## config.mk

```make
export PLATFORM = sky130hd
export DESIGN_NAME = mts_sequencer
export DESIGN_NICKNAME = d
export VERILOG_FILES = /design/src/shared/mts_pkg.sv /design/src/core/mts_edge_detect.sv /design/src/core/mts_sequencer.sv
export SDC_FILE = /design/constraint.sdc
export NUM_CORES = 1
export LEC_CHECK = 0
export ABC_AREA = 1
export ABC_CLOCK_PERIOD_IN_PS = 1200
export BUFFER_PORTS_ARGS = -buffer_cell sky130_fd_sc_hd__buf_2
export CORE_AREA = 2 2 39 41
export DETAILED_ROUTE_END_ITERATION = 8
export DIE_AREA = 0 0 41 43
export PLACE_DENSITY = 0.65
export SYNTH_ARGS = -nofsm -noshare
export SYNTH_HDL_FRONTEND = slang
export SYNTH_SLANG_ARGS = --single-unit
export TNS_END_PERCENT = 5
```

## constraint.sdc

```tcl
create_clock -name core_clk -period 1.2 [get_ports core_clk]
set_input_delay 0.24 -clock core_clk [delete_from_list [all_inputs] [get_ports core_clk]]
set_output_delay 0.24 -clock core_clk [all_outputs]
set_load 0.05 [all_outputs]
```

## src/shared/mts_pkg.sv

```systemverilog
// Package of constants and types for the measurement trigger sequencer
package mts_pkg;

	// ****************************************
	// Trigger source selection
	// ****************************************
	localparam logic SRC_INTERNAL = 1'b0;
	localparam logic SRC_EXTERNAL = 1'b1;

	// ****************************************
	// Reset values
	// ****************************************
	localparam logic RST_SOURCE       = SRC_INTERNAL;
	localparam logic RST_CONTINUATION = 1'b1;

	// ****************************************
	// Isolated input filter
	// ****************************************
	localparam int PIN_FILTER_LEN = 3;

	// ****************************************
	// Sequencer states
	// ****************************************
	typedef enum logic [1:0] {
		MTS_IDLE,
		MTS_ARMED,
		MTS_MEASURE
	} mts_state_type;

endpackage : mts_pkg

```

## src/core/mts_edge_detect.sv

```systemverilog
// Rising-edge detector with a short stability filter for a trigger input
`timescale 1ns/10ps
module mts_edge_detect #(
	parameter int LEN = 3                                // Cycles the level must hold
) (
	input  wire logic core_clk,                          // System clock
	input  wire logic rst_n,                             // Async reset, active low
	input  wire logic level_in,                          // Raw active-high level
	output logic      rise_pulse                         // One-cycle pulse on accepted rise
);

	typedef struct packed {
		logic [LEN-1:0] hist;
		logic           stable;
		logic           pulse;
	} mts_edge_type;

	mts_edge_type st_r;
	mts_edge_type st_nxt;

	always_comb begin
		st_nxt       = st_r;
		st_nxt.hist  = {st_r.hist[LEN-2:0], level_in};
		st_nxt.pulse = 1'b0;
		// Level accepted only once it held for LEN cycles, so contact bounce is one event
		if (&st_r.hist && !st_r.stable) begin
			st_nxt.stable = 1'b1;
			st_nxt.pulse  = 1'b1;
		end else if (~|st_r.hist) begin
			st_nxt.stable = 1'b0;
		end
	end

	always_ff @(posedge core_clk or negedge rst_n) begin
		if (!rst_n) begin
			st_r <= '0;
		end else begin
			st_r <= st_nxt;
		end
	end

	assign rise_pulse = st_r.pulse;

endmodule : mts_edge_detect

```

## src/core/mts_sequencer.sv

```systemverilog
// Trigger sequencer: decides when each measurement cycle starts
`timescale 1ns/10ps
module mts_sequencer #(
	parameter int FILTER_LEN = mts_pkg::PIN_FILTER_LEN    // Isolated input stability cycles
) (
	input  wire logic core_clk,                           // System clock, 100 MHz
	input  wire logic rst_n,                              // Async reset, active low
	input  wire logic source_sel_wr,                      // Pulse: load source_sel_val
	input  wire logic source_sel_val,                     // 0 internal, 1 external
	input  wire logic remote_cont_wr,                     // Pulse: remote write of continuation
	input  wire logic remote_cont_val,                    // Continuation value from remote
	input  wire logic remote_active,                      // Level: remote control state
	input  wire logic arm_cmd,                            // Pulse: remote arm command
	input  wire logic trigger_key,                        // Pulse: front-panel trigger key
	input  wire logic isolated_trigger_input,             // Level: active low, shorted to common
	input  wire logic remote_trg_cmd,                     // Pulse: remote trigger command
	input  wire logic meas_done,                          // Pulse: measurement finished
	output logic      meas_start,                         // Pulse: begin one measurement
	output logic      meas_abort,                         // Pulse: abort running measurement
	output logic      meas_busy,                          // Level: measurement in progress
	output logic      isolated_trigger_input_armed,                         // Level: waiting for armed trigger
	output logic      source_ext,                         // Level: external source selected
	output logic      continuation_on                     // Level: continuation mode state
);
	import mts_pkg::*;

	// ****************************************
	// State
	// ****************************************
	typedef struct packed {
		mts_state_type state;
		logic          source;
		logic          cont;
		logic          remote_d;
		logic          start;
		logic          abort;
		logic          busy;
		logic          armed;
	} mts_seq_type;

	mts_seq_type st_r;
	mts_seq_type st_nxt;

	// ****************************************
	// Decoded conditions
	// ****************************************
	logic        pin_pulse;

	logic        src_ext;
	logic        in_idle;
	logic        in_armed;
	logic        in_measure;

	logic        pin_or_cmd;
	logic        ext_isolated_trigger_input;
	logic        key_ext;
	logic        key_abort;
	logic        done_ok;

	logic        released;
	logic        cont_write;

	logic        free_run;
	logic        arm_ok;
	logic        ext_start;
	logic        armed_fire;

	// ****************************************
	// Isolated input
	// ****************************************
	// Short to common pulls the pin low; the filter wants an active-high level
	mts_edge_detect #(
		.LEN        (FILTER_LEN)
	) u_pin_edge (
		.core_clk   (core_clk),
		.rst_n      (rst_n),
		.level_in   (!isolated_trigger_input),
		.rise_pulse (pin_pulse)
	);

	// ****************************************
	// Trigger qualification
	// ****************************************
	assign src_ext    = (st_r.source == SRC_EXTERNAL);
	assign in_idle    = (st_r.state == MTS_IDLE);
	assign in_armed   = (st_r.state == MTS_ARMED);
	assign in_measure = (st_r.state == MTS_MEASURE);

	// Internal source masks every outside trigger at this one point
	assign pin_or_cmd = pin_pulse || remote_trg_cmd;
	assign ext_isolated_trigger_input   = src_ext && pin_or_cmd;
	assign key_ext    = src_ext && trigger_key;

	// With external source, key stops a running measurement; pin and command never do
	assign key_abort  = key_ext && in_measure;
	assign done_ok    = meas_done && in_measure;

	// ****************************************
	// Continuation control
	// ****************************************
	// Falling remote level is the return to local
	assign released   = st_r.remote_d && !remote_active;
	// No local write path exists, so the front panel cannot clear it
	assign cont_write = remote_cont_wr && remote_active;

	// ****************************************
	// Start conditions
	// ****************************************
	assign free_run   = !src_ext && st_r.cont;
	// Arming only means something in single-shot mode from idle
	assign arm_ok     = arm_cmd && !st_r.cont && in_idle;
	assign ext_start  = st_r.cont && (ext_isolated_trigger_input || key_ext);
	// Internal armed state fires itself; external waits for a trigger
	assign armed_fire = in_armed && (!src_ext || ext_isolated_trigger_input || key_ext);

	// ****************************************
	// Next state
	// ****************************************
	always_comb begin
		st_nxt          = st_r;
		st_nxt.remote_d = remote_active;
		st_nxt.start    = 1'b0;
		st_nxt.abort    = 1'b0;

		// New source choice applies from the next decision
		if (source_sel_wr) begin
			st_nxt.source = source_sel_val;
		end

		if (cont_write) begin
			st_nxt.cont = remote_cont_val;
		end
		// Written last so a return to local beats a same-cycle remote write
		if (released) begin
			st_nxt.cont = 1'b1;
		end

		// One transition per cycle, so one start per accepted trigger
		case (st_r.state)
		MTS_IDLE: begin
			if (free_run) begin
				st_nxt.state = MTS_MEASURE;
				st_nxt.start = 1'b1;
			end else if (ext_start) begin
				st_nxt.state = MTS_MEASURE;
				st_nxt.start = 1'b1;
			end else if (arm_ok) begin
				st_nxt.state = MTS_ARMED;
			end
		end
		MTS_ARMED: begin
			if (armed_fire) begin
				st_nxt.state = MTS_MEASURE;
				st_nxt.start = 1'b1;
			end
		end
		MTS_MEASURE: begin
			// Further pin and command triggers fall through unused
			if (key_abort) begin
				st_nxt.state = MTS_IDLE;
				st_nxt.abort = 1'b1;
			end else if (done_ok) begin
				st_nxt.state = MTS_IDLE;
			end
		end
		default: begin
			// Unused encoding recovers to idle
			st_nxt.state = MTS_IDLE;
		end
		endcase

		// Status levels registered so they change together with the state
		st_nxt.busy  = (st_nxt.state == MTS_MEASURE);
		st_nxt.armed = (st_nxt.state == MTS_ARMED);
	end

	// ****************************************
	// Registers
	// ****************************************
	always_ff @(posedge core_clk or negedge rst_n) begin
		if (!rst_n) begin
			// Power-up restores continuation and the internal source
			st_r.state    <= MTS_IDLE;
			st_r.source   <= RST_SOURCE;
			st_r.cont     <= RST_CONTINUATION;
			st_r.remote_d <= 1'b0;
			st_r.start    <= 1'b0;
			st_r.abort    <= 1'b0;
			st_r.busy     <= 1'b0;
			st_r.armed    <= 1'b0;
		end else begin
			st_r <= st_nxt;
		end
	end

	// ****************************************
	// Outputs
	// ****************************************
	// Start and abort are one-cycle strobes
	assign meas_start      = st_r.start;
	assign meas_abort      = st_r.abort;
	assign meas_busy       = st_r.busy;
	assign isolated_trigger_input_armed      = st_r.armed;
	assign source_ext      = st_r.source;
	assign continuation_on = st_r.cont;

endmodule : mts_sequencer

```

### After elaboration in Yosys (flattened, before gate mapping)

Cells that the tools add are included.

* output and inout bits: 6
* input port bits: 12
* register bits: 14
* word-level logic and storage cells: 59

* equality and inequality tests: 5
* muxes and demuxes: 18
* reduce and logical (&&, ||, !) cells: 25

Operators with widths (number)
* 1-bit logical AND: 12
* 2-bit two-way mux: 6
* 1-bit two-way mux: 10
* 2-bit case mux with 3 select lines: 1
* 1-bit logical NOT: 5
* 2-bit by 1-bit == test with 1-bit output, second input constant: 2
* 2-bit == test, second input constant: 2
* 1-bit logical OR: 4
* 3-bit AND reduction: 1
* 3-bit OR reduction: 1
* 2-bit logical NOT: 1
* 2-bit by 1-bit != test with 1-bit output, second input constant: 1
* 1-bit case mux with 2 select lines: 1
* 2-bit nonzero test: 1

### Depth between registers and ports, before layout

Gate-level depths: netlist of run 1.

* depth in word-level cells: 8
* mapped depth: 5
* mapped depth without buffers: 5

### Hierarchy

From an unflattened synthesis of run 1, not the netlist that was laid out.

* cell total of the unflattened synthesis: 50
* area total of the unflattened synthesis: 503.0 µm²

Modules (own cells, without submodules)
* mts_sequencer: area each 342.8 µm², cells an instance 36, seq. area each 226.5 µm², instances 1
* mts_edge_detect: area each 160.2 µm², cells an instance 14, seq. area each 125.1 µm², instances 1

### Worst setup path after synthesis of run 1

OpenSTA, ideal clock, no wires.

* path type: reg2reg
* from: register st_r, in the netlist source_ext
* to: register st_r, in the netlist meas_busy
* library setup time: 0.118 ns
* slack: 0.065 ns
* path buffers: 0
* clock period less this slack: 1.135 ns
* required time: 1.082 ns
* cell stages (with the launch flop): 6
* arrival: 1.017 ns
* cell sequence: dfrtp_1 > inv_1 > nor2_2 > nand2_1 > nand2_1 > nand2_1

RTL lines
* start, declared: line mts_sequencer.sv:41 `mts_seq_type st_r;`
* start signal, assigned: line mts_sequencer.sv:192 `st_r <= st_nxt;`

### Worst setup path in the final report of run 1

* from: register st_r, in the netlist continuation_on
* to: output continuation_on

RTL lines
* end, declared: line mts_sequencer.sv:23 `output logic continuation_on`

No word-level cell between the ends.

==> results of run 1 <==
==> power by group <==
part           internal [mW]  switching (mW)  total, mW
sequential             0.547          0.0315      0.579
combinational         0.0902           0.247      0.337
clock                  0.185           0.150      0.334
total                  0.822           0.428       1.25
==> state kept, by name, summed over array words and instances, names as in the netlist <==
register,cells
st_r,3
u_pin_edge.st_nxt,2
u_pin_edge.st_r,2
continuation_on,1
isolated_trigger_input_armed,1
meas_abort,1
meas_busy,1
meas_start,1
source_ext,1
u_pin_edge.rise_pulse,1
==> repair_timing <==
item / in CTS / in global routing
setup buffers: 1 / 0
gates resized for setup: 3 / 0
endpoints found under the setup margin: 1 / 1
hold buffers: 1 / 0
endpoints found under the hold margin: 13 / 0
==> layout by cell type, fill, tap and decap left out, drive strengths merged <==
master and instances:
nand4 1, clkbuf 4, inv 6, nand3 3
nor3 3, nor2 5, nand2 11, dfstp 1
o21ai 1, dlygate4sd3 1, buf 18, o211ai 1
dfrtp 13, a21oi 1
==> worst max-delay path by stage <==
stage                          from               to  slack (ns)
floorplan                source_ext        meas_busy        0.06
global placement    continuation_on  continuation_on        0.19
detailed placement  continuation_on  continuation_on        0.18
CTS                 continuation_on  continuation_on       -0.02
global route        continuation_on  continuation_on       -0.05
finish              continuation_on  continuation_on       -0.02
==> per-stage QoR <==
stage / setup TNS (ns) / power [mW] / cells
2_1_floorplan: 0 / 0.819 / 46
3_5_place_dp: 0 / 0.912 / 79
5_1_grt: -0.0487 / 1.33 / 85
6_report: -0.0160 / 1.25 / 85
4_1_cts: -0.0233 / 1.27 / 85
3_3_place_gp: 0 / 0.902 / 79
==> final cells by class <==
cell class	count	area, um2	area share (%)
clock buffers	4	36.3	5.50
inverters	6	22.5	3.42
multi-input cells	26	116	17.6
flip-flops and latches	14	352	53.3
well taps	16	20.0	3.04
repair buffers	19	113	17.1
==> metal layers <==
layer	track usage [%]	vias to the layer above	share of wire, %
met4	10.0	0	2.3
met3	3.14	2	7.2
met1	14.1	163	46
met5	0	-	0
met2	15.0	14	44
li1	-	195	-
==> cells by family (layout without fill, tap and decap cells) <==
kind of cell / after synthesis / after routing
simple gates: 23 / 23
flops: 14 / 14
buf+inv: 6 / 29
compound gates: 3 / 3
==> Yosys cell counts, drive strengths merged <==
master,number,area (um2)
nand2,11,41.3
dfstp,1,26.3
nor2,5,21.3
inv,6,22.5
nand4,1,6.26
nand3,3,15.0
dfrtp,13,325
o21ai,1,5.00
o211ai,1,7.51
a21oi,1,5.00
nor3,3,15.0
==> out/qor.tcl, run 1 <==
set qor(count_of_state_elements_after_synthesis) 14
set qor(grt_max_degree) 15
set qor(diodes) 0
set qor(worst_pin_slew_ns) 0.300
set qor(clk-insertion-delay-late_ns) 0.28
set qor(detailed_place_hpwl_um) 573
set qor(worstHoldPathType) {input pin to register}
set qor(design.final.nets) 82
set qor(root_buffer) {sky130_fd_sc_hd__clkbuf_4}
set qor(hold_path.startpoint) {isolated_trigger_input}
set qor(fmax_mhz) 822
set qor(antenna_violating_nets_post_route) 0
set qor(first_pass_grt_wire_length_mm) 1.24
set qor(yosys-mux-area-fraction_pct) 0
set qor(mean_syn_cell_area_um2) 10.7
set qor(synth_top_family_by_area) {simple AND/OR/NAND/NOR gates}
set qor(wirelength_routed_um) 788
set qor(wire_per_inst_um) 9.27
set qor(irDropWorstVdd_mv) 0.829
set qor(die_height_um) 43
set qor(area_share_of_and_or_nand_nor_cells_after_synthesis_pct) 20.2
set qor(clock_tree_from_tritoncts) {yes}
set qor(cp-start-kind) {register}
set qor(fin_worst_skew_ns) 0.00225
set qor(timing.critical_path.cells) {buf_8}
set qor(finalSetupViolations) 1
set qor(critPathArrivalTime_ns) 0.98
set qor(die_x_um) 41
set qor(synth_adder_area_share_pct) 0
set qor(synth_area_um2) 490
set qor(drt_iter0_markers) 0
set qor(grt_setup_unrepaired) {true}
set qor(synth_fp_nets) 58
set qor(cts-buffers-inserted) 3
set qor(post_route_cells_drive_above_1_share_pct) 34.8
set qor(grt_use_total_pct) 11.3
set qor(grt_antenna_before_repair) 0
set qor(r2r_cells) 5
set qor(grt_pass1_vias) 317
set qor(postLayoutSetupSlackWorst_ns) -0.0160
set qor(yosysWarningCount) 0
set qor(syn-instance-count) 46
set qor(synth_cell_types) 12
set qor(path_delay_family) {flip-flops}
set qor(post_drt_via_cell_ratio) 4.40
set qor(hold-worst-slack_ns) 0.0900
set qor(pre_cts_slack_ns) 0.178
set qor(dr_total_vias) 374
set qor(htree_num_levels) 1
set qor(core_area_mm2) 0.00138
set qor(total_leakage_power_nw) 0.367
set qor(slew_headroom_pct) 80.0
set qor(cap_viol_max_count) 0
set qor(drt_pre_antenna_iters) 1
set qor(die-area_mm2) 0.00176
set qor(postPlaceCellArea_um2) 596
set qor(cp.buffers_inverters) 1
set qor(gr-total-overflow) 0
set qor(hold_violations) 0
set qor(r2r-start) {continuation_on}
set qor(violations_in_the_final_reports) {setup timing}
set qor(worstPathRequired_ns) 0.96
set qor(cp_num_cells) 1
set qor(run_status) {finished with violations}
set qor(clock_sink_count) 14
set qor(finalCoreUtilization_pct) 47.6
set qor(crit_path_max_fanout) 2
set qor(synthXorXnorAreaFrac_pct) 0
set qor(fill_cell_total_of_the_finished_layout) 131
set qor(maximum_single_stage_delay_on_the_critical_path_ns) 0.55
set qor(finalCritPeriodShare_pct) 101
set qor(crit_path_top_delay_cell) {sky130_fd_sc_hd__dfstp_2}
set qor(remaining_drc_errors) 0
set qor(cts.path.max_buffers) 2
set qor(cts.clk_slew.worst_paths_ns) 0.08
set qor(hold-path-endpoint) {u_pin_edge.st_nxt[3]}
set qor(initial_utilization_pct) 35.4
set qor(routabilityCongestion) 0.659
set qor(core.rowCount) 14
set qor(seq_area_frac_synth_pct) 71.7
set qor(finalCriticalPeriod_ns) 1.22
set qor(worst_hold_path.num_cells) 2
set qor(postLayoutCellArea_um2) 659
set qor(end_kind) {output pin}
set qor(relative_area_change_from_synthesis_to_final_layout_pct) 34.4
set qor(setup.reg_to_reg.worst_slack_ns) 0.17
set qor(port_buffer_cells) 17
set qor(synth_compound_gate_area_share_pct) 3.57
set qor(path_class) {register to output pin}
set qor(power_density_mw_per_mm2) 1900
set qor(num_io_pins) 18
set qor(finalMaxSlewViolations) 0
set qor(r2r_end) {st_r[8]}
Note: power is estimated with default switching activity, not from simulation.
==> inputs of run 2 (changes only) <==
--- a/config.mk
+++ b/config.mk
@@ -6,12 +6,12 @@
 export NUM_CORES = 1
 export LEC_CHECK = 0
 export ABC_AREA = 1
-export ABC_CLOCK_PERIOD_IN_PS = 1200
+export ABC_CLOCK_PERIOD_IN_PS = 1000
 export BUFFER_PORTS_ARGS = -buffer_cell sky130_fd_sc_hd__buf_2
-export CORE_AREA = 2 2 39 41
+export CORE_MARGIN = 1.5
+export CORE_UTILIZATION = 25
 export DETAILED_ROUTE_END_ITERATION = 8
-export DIE_AREA = 0 0 41 43
-export PLACE_DENSITY = 0.65
+export PLACE_DENSITY = 0.51
 export SYNTH_ARGS = -nofsm -noshare
 export SYNTH_HDL_FRONTEND = slang
 export SYNTH_SLANG_ARGS = --single-unit
==> constraint.sdc (replaced) <==
create_clock -name core_clk -period 1 [get_ports core_clk]
set_input_delay 0.2 -clock core_clk [delete_from_list [all_inputs] [get_ports core_clk]]
set_output_delay 0.2 -clock core_clk [all_outputs]
set_load 0.05 [all_outputs]
==> run 2 against run 1 <==
Compared with the run above:
- clock skew is 0.0059 ns higher
- cell count is 11% higher
- clock-buffer cell count stayed put
- largest power group unchanged
- core utilization is 8.1 points lower
- first-iteration DRC count is 3 higher
- the flow still finishes with violations (setup timing)
- sequential cell count stayed put
==> out/qor.tcl, run 2 (synthesis gave the netlist of run 1 again) <==
set qor(antenna_violating_nets_post_route) 0 ;# unchanged
set qor(fin_worst_skew_ns) 0.00811 ;# +0.00587 ns
set qor(finalMaxSlewViolations) 0 ;# unchanged
set qor(finalCriticalPeriod_ns) 1.18
set qor(dr_total_vias) 380 ;# +1.6%
set qor(drt_pre_antenna_iters) 2 ;# +1
set qor(cts.path.max_buffers) 2 ;# unchanged
set qor(finalSetupViolations) 7 ;# +6
set qor(cap_viol_max_count) 0 ;# unchanged
set qor(hold_violations) 0 ;# unchanged
set qor(root_buffer) {sky130_fd_sc_hd__clkbuf_4}
set qor(worstPathRequired_ns) 0.80 ;# -0.16 ns
set qor(path_class) {register to output pin}
set qor(most-common-layout-cells) {sky130_fd_sc_hd__dfrtp_1, sky130_fd_sc_hd__nand2_1, sky130_fd_sc_hd__buf_2}
set qor(detailed_place_hpwl_um) 622 ;# +8.4%
set qor(end_kind) {output pin}
set qor(r2r-start) {continuation_on}
set qor(irDropWorstVdd_mv) 0.708 ;# -15%
set qor(wire_per_inst_um) 8.95 ;# -3.5%
set qor(final_cells) 94 ;# +11%
set qor(remaining_drc_errors) 0 ;# unchanged
set qor(layout.cells.most_common) {sky130_fd_sc_hd__dfrtp_1}
set qor(clock_sink_count) 14 ;# unchanged
set qor(slew_headroom_pct) 79.6 ;# -0.37 points
set qor(cp-start-kind) {register}
set qor(path_delay_family) {flip-flops}
set qor(worst_pin_slew_ns) 0.306 ;# +0.00557 ns
set qor(first_pass_grt_wire_length_mm) 1.32 ;# +7.2%
set qor(fill_cell_total_of_the_finished_layout) 184 ;# +40%
set qor(crit_path_top_delay_cell) {sky130_fd_sc_hd__dfstp_2}
set qor(postLayoutCellArea_um2) 706 ;# +7.0%
set qor(die_x_um) 47.3 ;# +15%
set qor(postLayoutSetupSlackWorst_ns) -0.179 ;# -0.163 ns
set qor(diodes) 0 ;# unchanged
set qor(grt_antenna_before_repair) 0 ;# unchanged
set qor(core_area_mm2) 0.00178 ;# +29%
set qor(drt_iter0_markers) 3 ;# +3
set qor(initial_utilization_pct) 27.5 ;# -7.9 points
set qor(num_io_pins) 18 ;# unchanged
set qor(routabilityCongestion) 0.785 ;# +19%
set qor(pre_cts_slack_ns) 0.0116 ;# -0.166 ns
set qor(place_inst) 88 ;# +11%
set qor(finalCritPeriodShare_pct) 118
set qor(postPlaceCellArea_um2) 611 ;# +2.5%
set qor(grt_setup_unrepaired) {true}
set qor(hold_path.startpoint) {isolated_trigger_input}
set qor(power_density_mw_per_mm2) 2230 ;# +18%
set qor(critPathArrivalTime_ns) 0.98 ;# about the same
set qor(total_leakage_power_nw) 0.373 ;# +1.6%
set qor(maximum_single_stage_delay_on_the_critical_path_ns) 0.55 ;# about the same
set qor(port_buffer_cells) 17 ;# unchanged
set qor(crit_path_max_fanout) 2 ;# unchanged
set qor(worstHoldPathType) {input pin to register}
set qor(grt_use_total_pct) 9.45 ;# -1.8 points
set qor(post_route_cells_drive_above_1_share_pct) 37.7 ;# +2.9 points
set qor(worstSetupStartpoint) {continuation_on}
set qor(cts.clk_slew.worst_paths_ns) 0.09 ;# about the same
set qor(core.rowCount) 15 ;# +1
set qor(design.final.nets) 82 ;# unchanged
set qor(cp.buffers_inverters) 1 ;# unchanged
set qor(grt_max_degree) 15 ;# unchanged
set qor(grt_pass1_vias) 330 ;# +4.1%
set qor(die_height_um) 47.3 ;# +10%
set qor(relative_area_change_from_synthesis_to_final_layout_pct) 43.9
set qor(run_status) {finished with violations}
set qor(fmax_mhz) 848
set qor(violations_in_the_final_reports) {setup timing}
set qor(clk-insertion-delay-late_ns) 0.28 ;# about the same
set qor(htree_num_levels) 1 ;# unchanged
set qor(largest_register_by_flop_count) {st_r}
set qor(clock_tree_from_tritoncts) {yes}
set qor(wirelength_routed_um) 841 ;# +6.7%
set qor(gr-total-overflow) 0 ;# unchanged
set qor(timing.critical_path.cells) {buf_8}
set qor(die-area_mm2) 0.00224 ;# +27%
set qor(cts-buffers-inserted) 3 ;# unchanged
set qor(post_drt_via_cell_ratio) 4.04 ;# -8.1%
set qor(largest_register_ffs) 3 ;# unchanged
==> run 2: what timing repair did <==
action / 4_1_cts / 5_1_grt
setup buffers: 1 / 0
hold buffers: 1 / 0
pin swaps: 1 / 0
resized for setup: 13 / 0
hold endpoints to repair: 13 / 0
endpoints found under the setup margin: 6 / 10
==> run 2: worst paths after layout <==
| kind | endpoint | slack (ns) | cells past startpoint |
|---|---|---|---|
| min reg2reg | u_pin_edge.st_nxt[4] | 0.42 | 0 |
| min in group asynchronous | u_pin_edge.st_nxt[4] | 0.33 | 2 |
| max | continuation_on | -0.18 | 1 |
| max reg2reg | meas_busy | -0.01 | 5 |
| min | u_pin_edge.st_nxt[3] | 0.04 | 2 |
| max in group asynchronous | continuation_on | 0.39 | 2 |
==> run 2: layer usage <==
layer | track usage (%) | share of wire [%] | wire length [um] | vias to the layer above
met5 | 0 | 0 | 0 | -
met4 | 6.67 | 1.9 | 16 | 0
met3 | 6.15 | 9.6 | 81 | 2
met2 | 14.1 | 47 | 393 | 14
met1 | 9.52 | 42 | 351 | 171
li1 | - | - | - | 193
==> run 2: final cells by class <==
type / instances / area, um2 / area share (%)
sequential: 14 / 353 / 50.0
timing repair buffer: 19 / 144 / 20.4
multi-input combinational: 26 / 119 / 16.8
clock buffer: 4 / 36.3 / 5.14
tap: 25 / 31.3 / 4.43
inverter: 6 / 22.5 / 3.19
==> run 2: power breakdown <==
group | internal, mW | switching, mW | leakage (nW)
registers | 0.658 | 0.0485 | 0.171
logic | 0.164 | 0.299 | 0.181
clock network | 0.222 | 0.182 | 0.0210
total | 1.04 | 0.530 | 0.373
==> run 2: per-stage QoR <==
| step | TNS (ns) | hold WS, ns | util (%) | total power [mW] |
|---|---|---|---|---|
| 6_report | -0.279 | 0.0391 | 39.6 | 1.57 |
| 5_1_grt | -0.716 | 0.0216 | 39.6 | 1.67 |
| 4_1_cts | -0.370 | 0.0328 | 39.6 | 1.59 |
| 3_5_place_dp | 0 | 0.109 | 34.2 | 1.10 |
| 3_3_place_gp | 0 | 0.107 | 34.2 | 1.09 |
| 2_1_floorplan | -0.0447 | -0.0956 | - | 0.985 |
==> inputs of run 3 (changes only) <==
--- a/config.mk
+++ b/config.mk
@@ -6,12 +6,12 @@
 export NUM_CORES = 1
 export LEC_CHECK = 0
 export ABC_AREA = 1
-export ABC_CLOCK_PERIOD_IN_PS = 1000
+export ABC_CLOCK_PERIOD_IN_PS = 1200
 export BUFFER_PORTS_ARGS = -buffer_cell sky130_fd_sc_hd__buf_2
 export CORE_MARGIN = 1.5
 export CORE_UTILIZATION = 25
 export DETAILED_ROUTE_END_ITERATION = 8
-export PLACE_DENSITY = 0.51
+export PLACE_DENSITY = 0.49
 export SYNTH_ARGS = -nofsm -noshare
 export SYNTH_HDL_FRONTEND = slang
 export SYNTH_SLANG_ARGS = --single-unit
==> constraint.sdc (replaced) <==
create_clock -name core_clk -period 1.2 [get_ports core_clk]
set_input_delay 0.24 -clock core_clk [delete_from_list [all_inputs] [get_ports core_clk]]
set_output_delay 0.24 -clock core_clk [all_outputs]
set_load 0.05 [all_outputs]
==> run 3 against run 2 <==
Compared with the run above:
- via count fell by 1.3%
- clock power is 19% lower
- the run still ends with setup timing left
- critical path type unchanged
- clock-buffer cell count stayed put
- hold slack improved by 0.061 ns
- critical endpoint unchanged
- sequential power shrank 19%
- sequential share of layout area grew 2.2 points
- cell count did not move
==> out/qor.tcl, run 3 (synthesis gave the netlist of run 1 again) <==
set qor(largest_register_ffs) 3 ;# unchanged
set qor(relative_area_change_from_synthesis_to_final_layout_pct) 37.2
set qor(finalMaxSlewViolations) 0 ;# unchanged
set qor(core_area_mm2) 0.00178 ;# unchanged
set qor(fmax_mhz) 827
set qor(power_switching_mw) 0.421 ;# -21%
set qor(power.share.combinational_pct) 27.5 ;# -1.9 points
set qor(clock_sink_count) 14 ;# unchanged
set qor(path_delay_family) {flip-flops}
set qor(finalSetupViolations) 1 ;# -6
set qor(end_kind) {output pin}
set qor(grt_antenna_before_repair) 0 ;# unchanged
set qor(post_drt_via_cell_ratio) 3.99 ;# -1.3%
set qor(path_class) {register to output pin}
set qor(initial_utilization_pct) 27.5 ;# unchanged
set qor(cap_viol_max_count) 0 ;# unchanged
set qor(fin_worst_skew_ns) 0.00385 ;# -0.00426 ns
set qor(grt_setup_unrepaired) {true}
set qor(timing.critical_path.cells) {buf_8}
set qor(core.rowCount) 15 ;# unchanged
set qor(diodes) 0 ;# unchanged
set qor(worstPathRequired_ns) 0.96 ;# +0.16 ns
set qor(finalCritPeriodShare_pct) 101
set qor(violations_in_the_final_reports) {setup timing}
set qor(crit_path_top_delay_cell) {sky130_fd_sc_hd__dfstp_2}
set qor(crit_path_max_fanout) 2 ;# unchanged
set qor(regArea_um2) 352 ;# -0.35%
set qor(run_status) {finished with violations}
set qor(p_clk_share_pct) 26.2 ;# +0.5 points
set qor(cts-buffers-inserted) 3 ;# unchanged
set qor(largest_register_by_flop_count) {st_r}
set qor(most-common-layout-cells) {sky130_fd_sc_hd__buf_2, sky130_fd_sc_hd__dfrtp_1, sky130_fd_sc_hd__nand2_1}
set qor(hold_violations) 0 ;# unchanged
set qor(hold-worst-slack_ns) 0.100 ;# +0.0611 ns
set qor(cp-start-kind) {register}
set qor(cts.clk_slew.worst_paths_ns) 0.08 ;# about the same
set qor(worst_pin_slew_ns) 0.317 ;# +0.0115 ns
set qor(post_route_cells_drive_above_1_share_pct) 34.8 ;# -2.9 points
set qor(total_leakage_power_nw) 0.368 ;# -1.5%
set qor(first_pass_grt_wire_length_mm) 1.24 ;# -6.2%
set qor(clk-insertion-delay-late_ns) 0.27 ;# about the same
set qor(postPlaceCellArea_um2) 607 ;# -0.61%
set qor(remaining_drc_errors) 0 ;# unchanged
set qor(wire_per_inst_um) 9.12 ;# +1.9%
set qor(postLayoutSetupSlackWorst_ns) -0.00852 ;# +0.171 ns
set qor(irDropWorstVdd_mv) 0.705 ;# -0.36%
set qor(grt_use_total_pct) 8.66 ;# -0.79 points
set qor(num_io_pins) 18 ;# unchanged
set qor(grt_max_degree) 15 ;# unchanged
set qor(root_buffer) {sky130_fd_sc_hd__clkbuf_4}
set qor(worstHoldPathType) {input pin to register}
set qor(die-area_mm2) 0.00224 ;# unchanged
set qor(drt_pre_antenna_iters) 4 ;# +2
set qor(die_x_um) 47.3 ;# unchanged
set qor(grt_pass1_vias) 295 ;# -11%
set qor(postLayoutCellArea_um2) 673 ;# -4.6%
set qor(die_height_um) 47.3 ;# unchanged
set qor(routabilityCongestion) 0.765 ;# -2.6%
set qor(port_buffer_cells) 17 ;# unchanged
set qor(share_seq_of_total_power_pct) 46.3 ;# +1.4 points
set qor(critPathArrivalTime_ns) 0.97 ;# about the same
set qor(gr-total-overflow) 0 ;# unchanged
set qor(multi_input_comb_area_um2) 116 ;# -2.1%
set qor(internal_power_mw) 0.823 ;# -21%
set qor(finalCriticalPeriod_ns) 1.21
set qor(maximum_single_stage_delay_on_the_critical_path_ns) 0.55 ;# about the same
set qor(pre_cts_slack_ns) 0.178 ;# +0.166 ns
set qor(drt_iter0_markers) 25 ;# +22
set qor(htree_num_levels) 1 ;# unchanged
set qor(fill_cell_total_of_the_finished_layout) 189 ;# +2.7%
set qor(wirelength_routed_um) 857 ;# +1.9%
set qor(detailed_place_hpwl_um) 618 ;# -0.56%
set qor(power_density_mw_per_mm2) 1850 ;# -17%
set qor(layout.cells.most_common) {sky130_fd_sc_hd__buf_2}
set qor(cp.buffers_inverters) 1 ;# unchanged
set qor(clock_tree_from_tritoncts) {yes}
set qor(design_power_total_mw) 1.24 ;# -21%
set qor(design.final.nets) 82 ;# unchanged
set qor(dr_total_vias) 375 ;# -1.3%
set qor(power.share.switching_pct) 33.8 ;# +0.16 points
set qor(cts.path.max_buffers) 2 ;# unchanged
set qor(slew_headroom_pct) 78.9 ;# -0.77 points
set qor(fin_setup_tns_ns) -0.00852 ;# +0.270 ns
set qor(antenna_violating_nets_post_route) 0 ;# unchanged
==> run 3: power by group through the flow <==
stage	clock, mW	sequential [mW]	combinational [mW]
finish	0.326	0.576	0.342
global route	0.360	0.587	0.371
CTS	0.345	0.577	0.342
detailed placement	0	0.586	0.323
global placement	0	0.584	0.322
floorplan	0	0.737	0.0821
==> run 3: layout make-up <==
class,count,share of cell area [%]
tap,25,4.65
sequential,14,52.2
timing repair buffer,19,17.1
clock buffer,4,5.39
inverter,6,3.35
multi-input combinational,26,17.3
==> run 3: worst paths after layout <==
kind	from	endpoint	slack, ns	cells after the start
setup reg to reg	continuation_on	st_r[8]	0.17	5
setup / recovery	continuation_on	continuation_on	-0.009	1
hold / removal	isolated_trigger_input	u_pin_edge.st_nxt[3]	0.10	2
min in group asynchronous	rst_n	meas_start	0.39	2
max in group asynchronous	rst_n	continuation_on	0.51	2
hold reg to reg	u_pin_edge.st_nxt[3]	u_pin_edge.st_nxt[4]	0.41	0
==> run 3: through the flow <==
step,std cells,util [%]
after floorplan,46,-
after detailed placement,88,34.0
final,94,37.8
after CTS,94,37.6
after global routing,94,37.8
after global placement,88,34.0
==> run 3: what timing repair did <==
item | in CTS | in global routing
hold buffers | 1 | 0
endpoints found under the setup margin | 1 | 2
setup buffers | 1 | 0
endpoints found under the hold margin | 13 | 0
gates resized for setup | 3 | 1
==> run 3: metal layers <==
layer | share of wire (%) | global-route usage [%] | vias to the layer above
met1 | 42 | 10.5 | 168
li1 | - | - | 191
met2 | 47 | 12.2 | 16
met3 | 11 | 6.92 | 0
met4 | 0 | 1.67 | 0
met5 | 0 | 0 | -
